`config.mk`:
```
export PLATFORM = sky130hd
export DESIGN_NAME = ufl_serial_ctrl
export DESIGN_NICKNAME = d
export VERILOG_FILES = /design/src/ufl_run_gate.v /design/src/ufl_serial_ctrl.v
export VERILOG_INCLUDE_DIRS = /design/src
export SDC_FILE = /design/constraint.sdc
export NUM_CORES = 1
export LEC_CHECK = 0
export ABC_CLOCK_PERIOD_IN_PS = 1800
export BUFFER_PORTS_ARGS = -buffer_cell sky130_fd_sc_hd__buf_2
export CORE_MARGIN = 2
export CORE_UTILIZATION = 46
export CTS_CLUSTER_DIAMETER = 200
export DETAILED_ROUTE_END_ITERATION = 16
export HOLD_SLACK_MARGIN = 0.12
export PLACE_DENSITY = 0.79
export SETUP_SLACK_MARGIN = 0.2
export SYNTH_ARGS = -nofsm -noshare
export SYNTH_HDL_FRONTEND = slang
export SYNTH_SLANG_ARGS = --single-unit
```
`constraint.sdc`:
```
create_clock -name clk -period 1.8 [get_ports clk]
set_input_delay 0.27 -clock clk [delete_from_list [all_inputs] [get_ports clk]]
set_output_delay 0.27 -clock clk [all_outputs]
set_load 0.01 [all_outputs]
```
`src/ufl_consts.vh`:
```
// Constants for the serial control, flow control and loopback block.
// Included by the serial control design file by bare name; definitions only.
`ifndef UFL_CONSTS_VH
`define UFL_CONSTS_VH

// Register byte offsets
`define UFL_OFS_CTRL      4'h0
`define UFL_OFS_TEST      4'h4
`define UFL_OFS_STATUS    4'h8

// Control register fields
`define UFL_CR_CLEAR_TO_SEND_FLOW_EN      15
`define UFL_CR_REQUEST_TO_SEND_FLOW_EN      14
`define UFL_CR_OUT_B      13
`define UFL_CR_OUT_A      12
`define UFL_CR_RTS        11
`define UFL_CR_DTR        10
`define UFL_CR_RXE        9
`define UFL_CR_TXE        8
`define UFL_CR_LBE        7
`define UFL_CR_SIRLP      2
`define UFL_CR_INFRARED_PATH_ENABLE      1
`define UFL_CR_UEN        0
`define UFL_CR_RESET      16'h0300
`define UFL_CR_MASK       16'hff87

// Test control register fields
`define UFL_TCR_INFRARED_TEST_OVERRIDE   2
`define UFL_TCR_RESET     16'h0000
`define UFL_TCR_MASK      16'h0004

// Status register fields
`define UFL_ST_TX_RUN     0
`define UFL_ST_RX_RUN     1
`define UFL_ST_TX_ACT     2
`define UFL_ST_RX_ACT     3
`define UFL_ST_CTS        4
`define UFL_ST_DSR        5
`define UFL_ST_DCD        6
`define UFL_ST_RI         7

`endif

```
`src/ufl_run_gate.v`:
```
// Run gate for one direction of the serial engine.
// Assumes the engine raises its active flag for a whole character.
`timescale 1ns/1ps
`default_nettype none

module ufl_run_gate (
    // Clock and reset
    input  wire clk,
    input  wire resetn,
    // Control
    input  wire enable,
    input  wire char_active,
    // Result
    output reg  run_r
);
    localparam ST_IDLE  = 3'b001;
    localparam ST_RUN   = 3'b010;
    localparam ST_DRAIN = 3'b100;

    reg [2:0] state_r;
    reg [2:0] state_nxt;

    always @* begin
        state_nxt = state_r;
        case (state_r)
            ST_IDLE: begin
                if (enable) begin
                    state_nxt = ST_RUN;
                end
            end
            ST_RUN: begin
                if (!enable) begin
                    // Character in flight is allowed to complete
                    state_nxt = char_active ? ST_DRAIN : ST_IDLE;
                end
            end
            ST_DRAIN: begin
                if (enable) begin
                    state_nxt = ST_RUN;
                end else if (!char_active) begin
                    state_nxt = ST_IDLE;
                end
            end
            default: begin
                state_nxt = ST_IDLE;
            end
        endcase
    end

    always @(posedge clk or negedge resetn) begin
        if (!resetn) begin
            state_r <= ST_IDLE;
            run_r   <= 1'b0;
        end else begin
            state_r <= state_nxt;
            run_r   <= (state_nxt != ST_IDLE);
        end
    end
endmodule

`default_nettype wire

```
`src/ufl_serial_ctrl.v`:
```
// Serial port control register, flow control, modem lines and loopback.
// Assumes an Avalon-MM master and an engine that reports active characters.
//
// Function
// (RL1) Reset clears bits, sets receive/transmit enables
// (RL2) Clear-to-send flow gates transmission on pin
// (RL3) Request-to-send flow follows receive FIFO room
// (RL4) Second auxiliary pin is inverse of bit
// (RL5) First auxiliary pin is inverse of bit
// (RL6) Request-to-send pin inverts bit unless flow
// (RL7) Terminal-ready pin is inverse of bit
// (RL8) Receive enable runs receiver, wired or infrared
// (RL9) Transmit enable runs transmitter, wired or infrared
// (RL10) Disabling receiver finishes current character first
// (RL11) Disabling transmitter finishes current character first
// (RL12) Infrared loopback inverts output into input
// (RL13) Normal loopback feeds transmit into receive
// (RL14) Loopback feeds modem outputs into inputs
// (RL15) Software clears infrared test after loopback
// (RL16) Both direction enable and port enable needed
// (RL17) Infrared mode idles wired line, ignores inputs
//
// Design decisions made here: the placing of the registers and the Avalon-MM interface to the registers.
`timescale 1ns/1ps
`default_nettype none
`include "ufl_consts.vh"

module ufl_serial_ctrl (
    // Clock and reset
    input  wire        clk,
    input  wire        resetn,
    // Avalon-MM slave
    input  wire [3:0]  address,
    input  wire        read,
    input  wire        write,
    input  wire [31:0] writedata,
    input  wire [3:0]  byteenable,
    output reg  [31:0] readdata,
    output reg         waitrequest,
    // Serial engine side
    input  wire        core_txd,
    input  wire        core_sir_out_n,
    input  wire        tx_char_active,
    input  wire        rx_char_active,
    input  wire        rx_fifo_room,
    output reg         core_rxd,
    output reg         core_sir_in,
    output reg         tx_run,
    output reg         rx_run,
    output reg         cts_seen,
    output reg         dsr_seen,
    output reg         dcd_seen,
    output reg         ri_seen,
    output reg         infrared_path_enable,
    output reg         infrared_low_power,
    // Line pins
    input  wire        serial_rx_pin,
    input  wire        infrared_in,
    input  wire        clear_to_send_pin_n,
    input  wire        data_set_ready_pin_n,
    input  wire        carrier_detect_pin_n,
    input  wire        ring_indicator_pin_n,
    output reg         serial_tx_pin,
    output reg         infrared_out_n,
    output reg         request_to_send_pin_n,
    output reg         terminal_ready_pin_n,
    output reg         aux_output_a_pin_n,
    output reg         aux_output_b_pin_n
);
    reg  [15:0] serial_control_reg_r;
    reg  [15:0] serial_test_control_reg_r;
    wire [1:0]  run_w;
    wire [1:0]  run_en_w;
    wire [1:0]  active_w;

    wire access_w   = read | write;
    wire take_w     = access_w & ~waitrequest;
    wire port_enable             = serial_control_reg_r[`UFL_CR_UEN];
    wire sir_en_w                = serial_control_reg_r[`UFL_CR_INFRARED_PATH_ENABLE];
    wire loopback_enable         = serial_control_reg_r[`UFL_CR_LBE];
    wire transmitter_enable      = serial_control_reg_r[`UFL_CR_TXE];
    wire receiver_enable         = serial_control_reg_r[`UFL_CR_RXE];
    wire clear_to_send_flow_en   = serial_control_reg_r[`UFL_CR_CLEAR_TO_SEND_FLOW_EN];
    wire request_to_send_flow_en = serial_control_reg_r[`UFL_CR_REQUEST_TO_SEND_FLOW_EN];
    wire aux_modem_output_b      = serial_control_reg_r[`UFL_CR_OUT_B];
    wire aux_modem_output_a      = serial_control_reg_r[`UFL_CR_OUT_A];
    wire infrared_test_override  = serial_test_control_reg_r[`UFL_TCR_INFRARED_TEST_OVERRIDE];

    // Apply byte enables to the low 16 bits
    function [15:0] merge16;
        input [15:0] old_v;
        input [31:0] new_v;
        input [3:0]  be;
        input [15:0] mask;
        begin
            merge16 = old_v;
            if (be[0]) begin
                merge16[7:0] = new_v[7:0];
            end
            if (be[1]) begin
                merge16[15:8] = new_v[15:8];
            end
            merge16 = merge16 & mask;
        end
    endfunction

    // Word select from byte address
    function is_reg;
        input [3:0] addr;
        input [3:0] ofs;
        begin
            is_reg = (addr[3:2] == ofs[3:2]);
        end
    endfunction

    // Next values of line and engine outputs
    reg rts_pin_nxt;
    reg dtr_pin_nxt;
    reg outa_pin_nxt;
    reg outb_pin_nxt;
    reg cts_nxt;
    reg dsr_nxt;
    reg dcd_nxt;
    reg ri_nxt;
    reg rxd_nxt;
    reg sir_in_nxt;
    reg txd_pin_nxt;
    reg sir_out_nxt;
    reg [15:0] status_nxt;

    always @* begin
        // Handshake pins are complements of their bits, except RTS under flow control
        if (request_to_send_flow_en) begin
            rts_pin_nxt = ~rx_fifo_room; // RL3
        end else begin
            rts_pin_nxt = ~serial_control_reg_r[`UFL_CR_RTS]; // RL6
        end
        dtr_pin_nxt  = ~serial_control_reg_r[`UFL_CR_DTR]; // RL7
        outa_pin_nxt = ~aux_modem_output_a; // RL5
        outb_pin_nxt = ~aux_modem_output_b; // RL4

        // Modem status as seen by the engine, active high
        if (loopback_enable) begin
            cts_nxt = ~rts_pin_nxt; // RL14
            dsr_nxt = ~dtr_pin_nxt; // RL14
            dcd_nxt = ~outa_pin_nxt; // RL14
            ri_nxt  = ~outb_pin_nxt; // RL14
        end else if (sir_en_w) begin
            cts_nxt = cts_seen; // RL17
            dsr_nxt = dsr_seen; // RL17
            dcd_nxt = dcd_seen; // RL17
            ri_nxt  = ri_seen; // RL17
        end else begin
            cts_nxt = ~clear_to_send_pin_n;
            dsr_nxt = ~data_set_ready_pin_n;
            dcd_nxt = ~carrier_detect_pin_n;
            ri_nxt  = ~ring_indicator_pin_n;
        end

        // Receive path selection
        if (loopback_enable && !infrared_test_override) begin
            rxd_nxt = core_txd; // RL13
        end else if (sir_en_w) begin
            rxd_nxt = 1'b1; // RL17
        end else begin
            rxd_nxt = serial_rx_pin; // RL8
        end
        if (loopback_enable && sir_en_w && infrared_test_override) begin
            sir_in_nxt = ~core_sir_out_n; // RL12
        end else if (sir_en_w) begin
            sir_in_nxt = infrared_in; // RL8
        end else begin
            sir_in_nxt = 1'b0;
        end

        // Transmit path selection; wired line marks in infrared mode
        txd_pin_nxt = sir_en_w ? 1'b1 : core_txd; // RL9 RL17
        sir_out_nxt = sir_en_w ? core_sir_out_n : 1'b0; // RL9

        status_nxt                 = 16'h0000;
        status_nxt[`UFL_ST_TX_RUN] = tx_run;
        status_nxt[`UFL_ST_RX_RUN] = rx_run;
        status_nxt[`UFL_ST_TX_ACT] = tx_char_active;
        status_nxt[`UFL_ST_RX_ACT] = rx_char_active;
        status_nxt[`UFL_ST_CTS]    = cts_seen;
        status_nxt[`UFL_ST_DSR]    = dsr_seen;
        status_nxt[`UFL_ST_DCD]    = dcd_seen;
        status_nxt[`UFL_ST_RI]     = ri_seen;
    end

    // Direction enables; index 0 transmit, 1 receive
    assign run_en_w[0] = transmitter_enable & port_enable &
                         (~clear_to_send_flow_en | cts_seen); // RL2 RL16
    assign run_en_w[1] = receiver_enable & port_enable; // RL16
    assign active_w[0] = tx_char_active;
    assign active_w[1] = rx_char_active;

    genvar gi;
    generate
        for (gi = 0; gi < 2; gi = gi + 1) begin : g_dir
            ufl_run_gate u_gate (
                .clk         (clk),
                .resetn      (resetn),
                .enable      (run_en_w[gi]),
                .char_active (active_w[gi]),
                .run_r       (run_w[gi])
            ); // RL10 RL11
        end
    endgenerate

    // Bus slave: one wait cycle, then completion
    always @(posedge clk or negedge resetn) begin
        if (!resetn) begin
            waitrequest               <= 1'b1;
            readdata                  <= 32'h00000000;
            serial_control_reg_r      <= `UFL_CR_RESET; // RL1
            serial_test_control_reg_r <= `UFL_TCR_RESET;
        end else begin
            waitrequest <= ~(access_w & waitrequest);
            if (read && waitrequest) begin
                if (is_reg(address, `UFL_OFS_CTRL)) begin
                    readdata <= {16'h0000, serial_control_reg_r};
                end else if (is_reg(address, `UFL_OFS_TEST)) begin
                    readdata <= {16'h0000, serial_test_control_reg_r};
                end else if (is_reg(address, `UFL_OFS_STATUS)) begin
                    readdata <= {16'h0000, status_nxt};
                end else begin
                    readdata <= 32'h00000000;
                end
            end
            if (take_w && write) begin
                if (is_reg(address, `UFL_OFS_CTRL)) begin
                    serial_control_reg_r <= merge16(serial_control_reg_r, writedata,
                                                    byteenable, `UFL_CR_MASK);
                end else if (is_reg(address, `UFL_OFS_TEST)) begin
                    serial_test_control_reg_r <= merge16(serial_test_control_reg_r,
                                                         writedata, byteenable,
                                                         `UFL_TCR_MASK); // RL15
                end
            end
        end
    end

    // Registered line and engine outputs
    always @(posedge clk or negedge resetn) begin
        if (!resetn) begin
            request_to_send_pin_n <= 1'b1;
            terminal_ready_pin_n  <= 1'b1;
            aux_output_a_pin_n    <= 1'b1;
            aux_output_b_pin_n    <= 1'b1;
            cts_seen              <= 1'b0;
            dsr_seen              <= 1'b0;
            dcd_seen              <= 1'b0;
            ri_seen               <= 1'b0;
            core_rxd              <= 1'b1;
            core_sir_in           <= 1'b0;
            serial_tx_pin         <= 1'b1;
            infrared_out_n        <= 1'b0;
            tx_run                <= 1'b0;
            rx_run                <= 1'b0;
            infrared_path_enable  <= 1'b0;
            infrared_low_power    <= 1'b0;
        end else begin
            request_to_send_pin_n <= rts_pin_nxt;
            terminal_ready_pin_n  <= dtr_pin_nxt;
            aux_output_a_pin_n    <= outa_pin_nxt;
            aux_output_b_pin_n    <= outb_pin_nxt;
            cts_seen              <= cts_nxt;
            dsr_seen              <= dsr_nxt;
            dcd_seen              <= dcd_nxt;
            ri_seen               <= ri_nxt;
            core_rxd              <= rxd_nxt;
            core_sir_in           <= sir_in_nxt;
            serial_tx_pin         <= txd_pin_nxt;
            infrared_out_n        <= sir_out_nxt;
            tx_run                <= run_w[0]; // RL9
            rx_run                <= run_w[1]; // RL8
            infrared_path_enable  <= sir_en_w & port_enable;
            infrared_low_power    <= serial_control_reg_r[`UFL_CR_SIRLP];
        end
    end
endmodule

`default_nettype wire

```
==> flow_summary_export.csv, run 1 <==
group,metric,value,unit
clock_tree,cts_buffer_depth,2,
timing,finalMaxSlewViolations,0,
critical_path,path_max_fanout,12,
final_layout,area_growth_syn_to_layout,22.25,%
yosys,synth-async-reset-ratio,100.0,%
yosys,synth_common_cells,"dfrtp_1 (43), buf_4 (16), mux2_2 (14)",
yosys,synth-edff-count,0,
power_and_ir_drop,clkPwrFrac,23.6,%
power_and_ir_drop,power.density,1191,mW/mm^2
die,fp.dieH,74.19,um
critical_path,cp_data_required_time,2.02,ns
min_path,hp-class,"input pin to register",
timing,setup_viol,0,
detailed_routing,drtPass1Iterations,4,
power_and_ir_drop,p_sw,0.9589,mW
yosys,ys_seq_elements,54,
timing,rsz0062_at_grt,"no",
timing,worstMarginPinSlew,0.5499,ns
detailed_routing,via_per_inst,4.814,
die,core,0.004723,mm^2
clock_tree,ctsHoldBuffers,2,
critical_path,worstSetupPathType,"input pin to register",
timing,max_freq,668.3,MHz
clock_tree,ctsHtreeMaxLevel,2,
detailed_routing,drc_errors,0,
final_layout,nNetsFinal,309,
clock_tree,cts_made_buffers,5,
detailed_routing,wl_per_cell,13.34,um
yosys,synthTopCellsByArea,"dfrtp_1 (47%), dfstp_2 (13%), mux2_2 (7.0%), buf_4 (5.3%), a22o_1 (4.6%)",
status,outcome,"complete, no violations",
final_layout,diodes,0,
timing,tns,0,ns
timing,fin_crit_sh,83.14,%
critical_path,crit_family,"buffers and inverters",
critical_path,slowest_stage,"dlygate4sd3_1",
die,num_rows,25,
power_and_ir_drop,combPwrFrac,22.7,%
clock_tree,cts_setup_buffers,0,
yosys,synth_largest_area_cell,"dfrtp_1",
placed_design,portBuffers,63,
yosys,yosys_warnings,0,
clock_tree,cts_resized,0,
yosys,synth_cell_type_count,31,
placed_design,dp.cells,312,
clock_tree,path_clk_slew,0.09,ns
clock_tree,cts_tree,"built",
yosys,synth_cells,180,
critical_path,path_cells,"dlygate4sd3_1 > buf_2 > nand2_1 > buf_4 > or2_2 > o21ai_0",
grt,grt_pass1_wl,6.582,mm
critical_path,cp-end-kind,"register",
detailed_routing,final_antenna_net_count,0,
die,die_width,74.19,um
timing,period_needed,1.496,ns
grt,overflow,0,
yosys,synth_area_per_cell,12.59,um^2
die,start_util,47.97,%
yosys,synthMostInstantiatedCell,"dfrtp_1",
timing,skew,0.008579,ns
placed_design,place_congestion,0.6860,
detailed_routing,wl,4.297,mm
clock_tree,root_buffer,"clkbuf_8",
timing,finalHoldViolations,0,
final_layout,stdcell_count,322,
final_layout,fin_util,58.65,%
clock_tree,clock_latency,0.30,ns
power_and_ir_drop,power.share.switching,29.08,%
die,die-area,0.005503,mm^2
yosys,ys.flop_type,"dfrtp_1",
detailed_routing,vias,1550,
power_and_ir_drop,p_seq_share,53.7,%
job,drv_cap,0,
power_and_ir_drop,leakage,1.409,nW
grt,grt_pass1_vias,1382,
critical_path,worst_ep_arrival_time,1.71,ns
yosys,yosysTopAreaCellShare,47.49,%
grt,grt_max_degree,25,
detailed_routing,drt_iter0_markers,101,
grt,antenna_found_initial,0,
yosys,ys_seq_area_share,60.24,%
power_and_ir_drop,ir_worst_vdd,562.7,uV
grt,track_usage,16.24,%
critical_path,path_buf_inv,3,
placed_design,dp_hpwl,3.202,mm
critical_path,cpPeakStageDelay,0.53,ns
die,pin_count,104,
final_layout,layout-drive-gt1-share,41.96,%
final_layout,nFillCells,402,
timing,relSlewSlack,63.34,%
critical_path,crit_path_start_kind,"input pin",
yosys,netlist_area,0.002266,mm^2
clock_tree,cts.sinks,54,
power_and_ir_drop,cell_internal_pwr,2.339,mW
[power by group through the flow]
stage / Combinational, mW / Clock [mW] / Sequential (mW)
final: 0.749 / 0.778 / 1.77
after global routing: 0.831 / 0.852 / 1.82
after CTS: 0.760 / 0.796 / 1.77
after detailed placement: 0.754 / 0 / 1.80
after global placement: 0.727 / 0 / 1.79
after floorplan: 0.423 / 0 / 1.81
[cell usage in the layout, fill, tap and decap left out, types with 4 or more instances in the layout]
cell      instances
buf_2            63
dfrtp_1          43
conb_1           16
mux2_2           14
o21ai_0          13
nand2_1          12
a22o_1           12
dfstp_2          11
mux2i_1           8
nand2b_1          7
inv_1             6
buf_4             6
clkbuf_8          5
xor2_1            4
nor2_1            4
[path summary, 6_finish.rpt]
check	endpoint	cells after the start	from	slack, ns
max in group asynchronous	aux_output_a_pin_n$_DFF_PN1_	3	resetn	0.73
min in group asynchronous	readdata[2]$_DFFE_PN0P_	2	resetn	0.49
worst min register to register	rx_run$_DFF_PN0_	0	g_dir[1].u_gate.run_r$_DFF_PN0_	0.35
worst max register to register	readdata[0]$_DFFE_PN0P_	4	waitrequest$_DFF_PN1_	0.32
worst min-delay path	waitrequest$_DFF_PN1_	2	write	0.14
worst max-delay path	readdata[0]$_DFFE_PN0P_	6	read	0.30
[flip-flops by register name (all words and copies together) (netlist names)]
signal                     flops
readdata                      16
serial_control_reg_r          12
g_dir.u_gate.state_r           6
g_dir.u_gate.run_r             2
aux_output_a_pin_n             1
aux_output_b_pin_n             1
core_rxd                       1
core_sir_in                    1
cts_seen                       1
dcd_seen                       1
dsr_seen                       1
infrared_low_power             1
infrared_out_n                 1
infrared_path_enable           1
request_to_send_pin_n          1
ri_seen                        1
rx_run                         1
serial_test_control_reg_r      1
serial_tx_pin                  1
terminal_ready_pin_n           1
tx_run                         1
waitrequest                    1
[cell families after synthesis]
logic type	count (synthesis)	synth area share, %
muxes	22	10.49
other	1	0.1655
DFF	54	60.24
buffers and inverters	26	7.289
and+or+nand+nor	39	9.828
AOI/OAI and AO/OA	34	10.44
xor gates and xnor gates	4	1.546
[metrics by stage]
| step | setup WS [ns] | power [mW] | instance area [um^2] | hold WS [ns] |
|---|---|---|---|---|
| after CTS | 0.3197 | 3.330 | 2770 | 0.1394 |
| after global placement | 0.3752 | 2.517 | 2644 | 0.2831 |
| after detailed placement | 0.3533 | 2.551 | 2644 | 0.2877 |
| after floorplan | 0.4132 | 2.231 | 2322 | -0.02559 |
| final | 0.3036 | 3.298 | 2770 | 0.1447 |
| after global routing | 0.2392 | 3.505 | 2770 | 0.1262 |
[area by class of cell]
cell class	instances	area (um^2)	share of cell area (%)
clock inverter	1	30.03	1.084
timing repair buffer	72	400.4	14.45
inverter	6	22.52	0.8130
sequential	54	1365	49.28
tap	67	83.83	3.026
clock buffer	7	76.32	2.755
multi-input combinational	115	792.0	28.59
[per-layer routing]
layer	vias up	global-route usage [%]	wire length, um
met5	-	0	0
met4	0	5.455	36
met3	4	5.014	271
met2	51	25.79	2046
met1	748	21.35	1942
li1	747	-	-
Power figures use the tool's default switching activity.
==> run 2: changes to the inputs <==
Settings changed: ABC_AREA set to 1, ABC_CLOCK_PERIOD_IN_PS 1800 to 1410, CORE_UTILIZATION 46 to 47, PLACE_DENSITY 0.79 to 0.8.
Clock period 1.8 ns to 1.41 ns, I/O delays scaled along.
==> flow_summary_export.csv, run 2 <==
group,metric,value,unit
grt,grt_max_degree,55,
job,drv_cap,0,
timing,tns,0,ns
detailed_routing,final_antenna_net_count,0,
clock_tree,path_clk_slew,0.09,ns
power_and_ir_drop,leakage,1.647,nW
die,core,0.004755,mm^2
die,start_util,49.00,%
timing,whs,0.1400,ns
final_layout,largest_reg_flops,16,
clock_tree,ctsHtreeMaxLevel,2,
grt,busiest_layer,"met2",
yosys,yosysTopAreaCellShare,46.19,%
detailed_routing,vias,1845,
critical_path,cpPeakStageDelay,0.61,ns
clock_tree,root_buffer,"clkbuf_8",
final_layout,diodes,0,
critical_path,crit_family,"flip-flops",
yosys,ys_seq_elements,54,
clock_tree,cts.sinks,54,
yosys,yosys_warnings,0,
die,die-area,0.005536,mm^2
final_layout,nNetsFinal,393,
clock_tree,cts_tree,"built",
critical_path,worstSetupPathType,"register to primary output",
die,num_rows,25,
final_layout,multi_input_area,772.0,um^2
yosys,synth_cell_type_count,23,
detailed_routing,wl,5.113,mm
detailed_routing,drc_errors,0,
grt,grt_pass1_vias,1709,
detailed_routing,drt_iter0_markers,175,
min_path,worstHoldPathCells,3,
min_path,hp-class,"input pin to register",
yosys,synth_largest_area_cell,"dfrtp_1",
clock_tree,clock_latency,0.30,ns
timing,max_freq,801.1,MHz
yosys,synthTopCellsByArea,"dfrtp_1 (46%), dfstp_2 (12%), nand2_1 (10%), inv_1 (6.8%), buf_4 (5.2%)",
timing,setup_viol,0,
final_layout,area_growth_syn_to_layout,27.18,%
placed_design,dp_hpwl,3.585,mm
detailed_routing,via_per_inst,4.556,
timing,finalHoldViolations,0,
grt,track_usage,18.50,%
die,die_width,74.41,um
critical_path,cp.depth,1,
timing,skew,0.007872,ns
final_layout,layout.cells.most_common,"nand2_1",
yosys,synth-async-reset-ratio,100.0,%
placed_design,place_area,0.002686,mm^2
critical_path,path_max_fanout,4,
power_and_ir_drop,ir_worst_vdd,641.6,uV
grt,grt_pass1_wl,7.714,mm
yosys,synth_area_per_cell,9.172,um^2
min_path,min_from,"writedata[13]",
clock_tree,cts_made_buffers,5,
detailed_routing,drtPass1Iterations,4,
grt,overflow,0,
critical_path,r2r-start,"waitrequest$_DFF_PN1_",
placed_design,portBuffers,63,
status,outcome,"complete, no violations",
grt,grtUsageMet1,24.40,%
critical_path,worstRegToRegCells,5,
yosys,synth_common_cells,"nand2_1 (64), dfrtp_1 (43), inv_1 (42)",
yosys,synthMostInstantiatedCell,"nand2_1",
final_layout,regArea,0.001365,mm^2
yosys,ys.flop_type,"dfrtp_1",
critical_path,worst_ep_arrival_time,1.04,ns
critical_path,crit_start,"waitrequest$_DFF_PN1_",
timing,rsz0062_at_grt,"yes",
grt,antenna_found_initial,0,
yosys,synth-edff-count,0,
final_layout,reg_top3,"readdata x16, serial_control_reg_r x12, g_dir.u_gate.state_r x6",
timing,fin_crit_sh,88.53,%
final_layout,layout-drive-gt1-share,31.66,%
critical_path,path_cells,"buf_6",
detailed_routing,wl_per_cell,12.62,um
clock_tree,cts_buffer_depth,2,
final_layout,final_cell_mix,"nand2_1 (63), buf_2 (62), dfrtp_1 (43)",
power_and_ir_drop,power.density,1340,mW/mm^2
critical_path,crit_path_start_kind,"register",
timing,finalMaxSlewViolations,0,
final_layout,regMostFlops,"readdata",
critical_path,cp_data_required_time,1.20,ns
die,pin_count,104,
final_layout,design_area,0.002963,mm^2
grt,use_met2,30.38,%
critical_path,slowest_stage,"dfstp_2",
grt,met3_usage,3.252,%
placed_design,place_congestion,0.8435,
final_layout,nFillCells,442,
die,fp.dieH,74.41,um
yosys,synth_cells,254,
yosys,netlist_area,0.002330,mm^2
timing,period_needed,1.248,ns
yosys,ys_seq_area_share,58.59,%
critical_path,cp-end-kind,"primary output",
critical_path,path_buf_inv,1,
==> run 2: final timing paths <==
| kind | end | slack, ns |
|---|---|---|
| max | waitrequest | 0.16 |
| min in group asynchronous | serial_control_reg_r[1]$_DFFE_PN0P_ | 0.41 |
| max reg2reg | readdata[14]$_DFFE_PN0P_ | 0.22 |
| max in group asynchronous | waitrequest$_DFF_PN1_ | 0.70 |
| min | serial_control_reg_r[13]$_DFFE_PN0P_ | 0.14 |
| min reg2reg | rx_run$_DFF_PN0_ | 0.35 |
==> run 2: per-layer routing <==
metal  part of all wire [%]  wire [um]
met4                    2.4        125
met2                     49       2501
met5                      0          0
met3                    7.7        396
met1                     41       2090
==> run 2: kinds of logic (layout without fill, tap and decap cells) <==
logic type	count (synthesis)	after routing	synth area share, %
AO/OA/AOI/OAI	39	39	10.15
buffers and inverters	63	131	13.16
flip-flops	54	54	58.59
other	1	16	0.1610
AND/OR/NAND/NOR	97	98	17.94
==> run 2: through the flow <==
| step | cells | setup slack [ns] | power (mW) | util (%) |
|---|---|---|---|---|
| finish | 405 | 0.1617 | 3.970 | 62.32 |
| global route | 405 | 0.1366 | 4.215 | 62.32 |
| CTS | 401 | 0.1848 | 3.948 | 60.50 |
| detailed placement | 384 | 0.1056 | 3.117 | 56.50 |
| global placement | 384 | 0.1468 | 3.079 | 56.50 |
| floorplan | 269 | 0.2623 | 2.724 | - |
==> run 2: final cells by class <==
type / count / area share (%)
sequential: 54 / 46.07
timing repair buffer: 80 / 16.68
clock buffer: 6 / 2.449
clock inverter: 1 / 0.2534
multi-input combinational: 153 / 26.06
inverter: 44 / 5.659
tap: 67 / 2.829
==> run 2: what timing repair did <==
action / CTS / global route
pin swaps: 0 / 7
setup buffers: 0 / 3
setup endpoints to repair: 12 / 27
gates cloned: 0 / 1
hold buffers: 10 / 0
endpoints found under the hold margin: 52 / 0
resized for setup: 3 / 12
==> run 2: report_power, final <==
group          switching, mW  total, mW  leakage [nW]  internal (mW)
Combinational          0.597       1.02         0.929          0.424
Sequential             0.217       2.14         0.680           1.92
Clock                  0.472      0.814        0.0373          0.341
==> run 3: changes to the inputs <==
Settings changed: ABC_AREA 1 to not set, CORE_UTILIZATION 47 to 46, PLACE_DENSITY 0.8 to 0.79.
==> flow_summary_export.csv, run 3 (synthesis results as in run 1) <==
group,metric,value,unit
status,outcome,"complete, no violations",
die,die-area,0.005503,mm^2
critical_path,crit_path_start_kind,"register",
clock_tree,cts_made_buffers,5,
final_layout,fin_util,63.15,%
clock_tree,clock_latency,0.31,ns
power_and_ir_drop,ir_worst_vdd,704.2,uV
power_and_ir_drop,leakage,1.512,nW
detailed_routing,wl_met2,2.290,mm
detailed_routing,via_per_inst,4.815,
timing,setup_viol,0,
timing,max_freq,723.6,MHz
timing,finalHoldViolations,0,
placed_design,dp_hpwl,3.242,mm
job,drv_cap,0,
critical_path,path_max_fanout,4,
die,fp.dieH,74.19,um
detailed_routing,top_layer,"met4",
timing,worst_slack,0.02798,ns
clock_tree,path_clk_slew,0.09,ns
grt,overflow,0,
detailed_routing,vias,1613,
die,die_width,74.19,um
clock_tree,cts_tree,"built",
final_layout,layout.cells.most_common,"buf_2",
detailed_routing,final_antenna_net_count,0,
critical_path,worstSetupPathType,"register to register",
clock_tree,ctsHtreeMaxLevel,2,
final_layout,nNetsFinal,322,
placed_design,place_ws,0.05259,ns
detailed_routing,drc_errors,0,
critical_path,rrSetupSlack,0.03,ns
power_and_ir_drop,power.density,1463,mW/mm^2
critical_path,cp-end-kind,"register",
final_layout,regMostFlops,"readdata",
detailed_routing,drt_iter0_markers,87,
critical_path,worst_ep_arrival_time,1.57,ns
clock_tree,root_buffer,"clkbuf_8",
timing,period_needed,1.382,ns
final_layout,final_cell_mix,"buf_2 (61), dfrtp_1 (43), conb_1 (16)",
die,pin_count,104,
placed_design,place_area,0.002676,mm^2
timing,rsz0062_at_grt,"yes",
die,start_util,47.97,%
clock_tree,cts.sinks,54,
timing,skew,0.01309,ns
final_layout,area_growth_syn_to_layout,31.64,%
timing,finalMaxSlewViolations,0,
die,core,0.004723,mm^2
detailed_routing,wl,4.645,mm
critical_path,worstRegToRegCells,3,
grt,track_usage,18.51,%
grt,antenna_found_initial,0,
final_layout,stdcell_count,335,
final_layout,layout-drive-gt1-share,43.28,%
critical_path,cp_data_required_time,1.60,ns
grt,grt_max_degree,55,
placed_design,portBuffers,63,
placed_design,place_congestion,0.7817,
detailed_routing,drtPass1Iterations,4,
timing,tns,0,ns
min_path,hp-class,"input pin to register",
final_layout,design_area,0.002983,mm^2
final_layout,reg_top3,"readdata x16, serial_control_reg_r x12, g_dir.u_gate.state_r x6",
placed_design,dp.cells,311,
grt,grt_pass1_wl,7.659,mm
die,num_rows,25,
final_layout,largest_reg_flops,16,
min_path,worstHoldPathCells,2,
grt,grt_pass1_vias,1642,
clock_tree,cts_buffer_depth,2,
detailed_routing,wl_met1,1.999,mm
timing,fin_crit_sh,98.02,%
detailed_routing,wl_per_cell,13.87,um
final_layout,diodes,0,
detailed_routing,route.met3.wl,300,um
==> run 3: cell count changes in the layout (fill, tap and decap cells not counted), moves of 4 or more <==
cell / delta
inv_1: -36
o21ai_2: -10
nand2b_1: +7
o21ai_1: -10
mux2_2: +8
nand2_1: -52
nand3_1: -17
mux2i_1: +8
mux2_4: +6
nor2_1: -6
o21ai_0: +6
xor2_1: +4
a22o_1: +12
buf_4: +4
==> run 3: worst paths after layout <==
check	startpoint	end
worst max-delay path	waitrequest$_DFF_PN1_	serial_control_reg_r[1]$_DFFE_PN0P_
worst min-delay path	writedata[0]	serial_control_reg_r[0]$_DFFE_PN0P_
worst max register to register	waitrequest$_DFF_PN1_	serial_control_reg_r[1]$_DFFE_PN0P_
worst min register to register	g_dir[0].u_gate.run_r$_DFF_PN0_	tx_run$_DFF_PN0_
max in group asynchronous	resetn	g_dir[1].u_gate.state_r[0]$_DFF_PN1_
min in group asynchronous	resetn	infrared_low_power$_DFF_PN0_
==> run 3: worst max-delay path: stages (launching register included) <==
cell      delay, ns
dfstp_2        0.40
nand3b_1       0.25
nor3_4         0.25
mux2_2         0.37
==> run 3: per-stage QoR <==
stage	hold slack, ns	power, mW
after global placement	0.2279	3.250
final	0.1390	4.363
after floorplan	-0.08409	2.876
after CTS	0.1235	4.367
after global routing	0.1326	4.648
after detailed placement	0.2235	3.307
==> run 3: timing repair <==
action,4_1_cts,5_1_grt
hold buffers,12,1
buffers inserted,2,1
resized for setup,3,6
endpoints found under the setup margin,29,31
endpoints found under the hold margin,54,1
pin swaps,2,1
==> run 3: cell type report <==
| cell class | instances | area [um^2] |
|---|---|---|
| multi-input cells | 115 | 863.3 |
| fillers | 399 | 1740 |
| flip-flops and latches | 54 | 1365 |
| clock inverters | 2 | 37.54 |
| clock buffers | 6 | 72.57 |
| repair buffers | 85 | 538.0 |
| well taps | 67 | 83.83 |
| inverters | 6 | 22.52 |
==> run 3: metal layers <==
layer	track usage [%]	vias to the layer above
met2	30.26	58
met3	5.149	5
met5	0	-
met4	5.859	0
li1	-	767
met1	24.09	783
==> run 3: power by group <==
part	switching [mW]	internal, mW
Clock	0.484	0.530
Combinational	0.518	0.575
Sequential	0.289	1.97
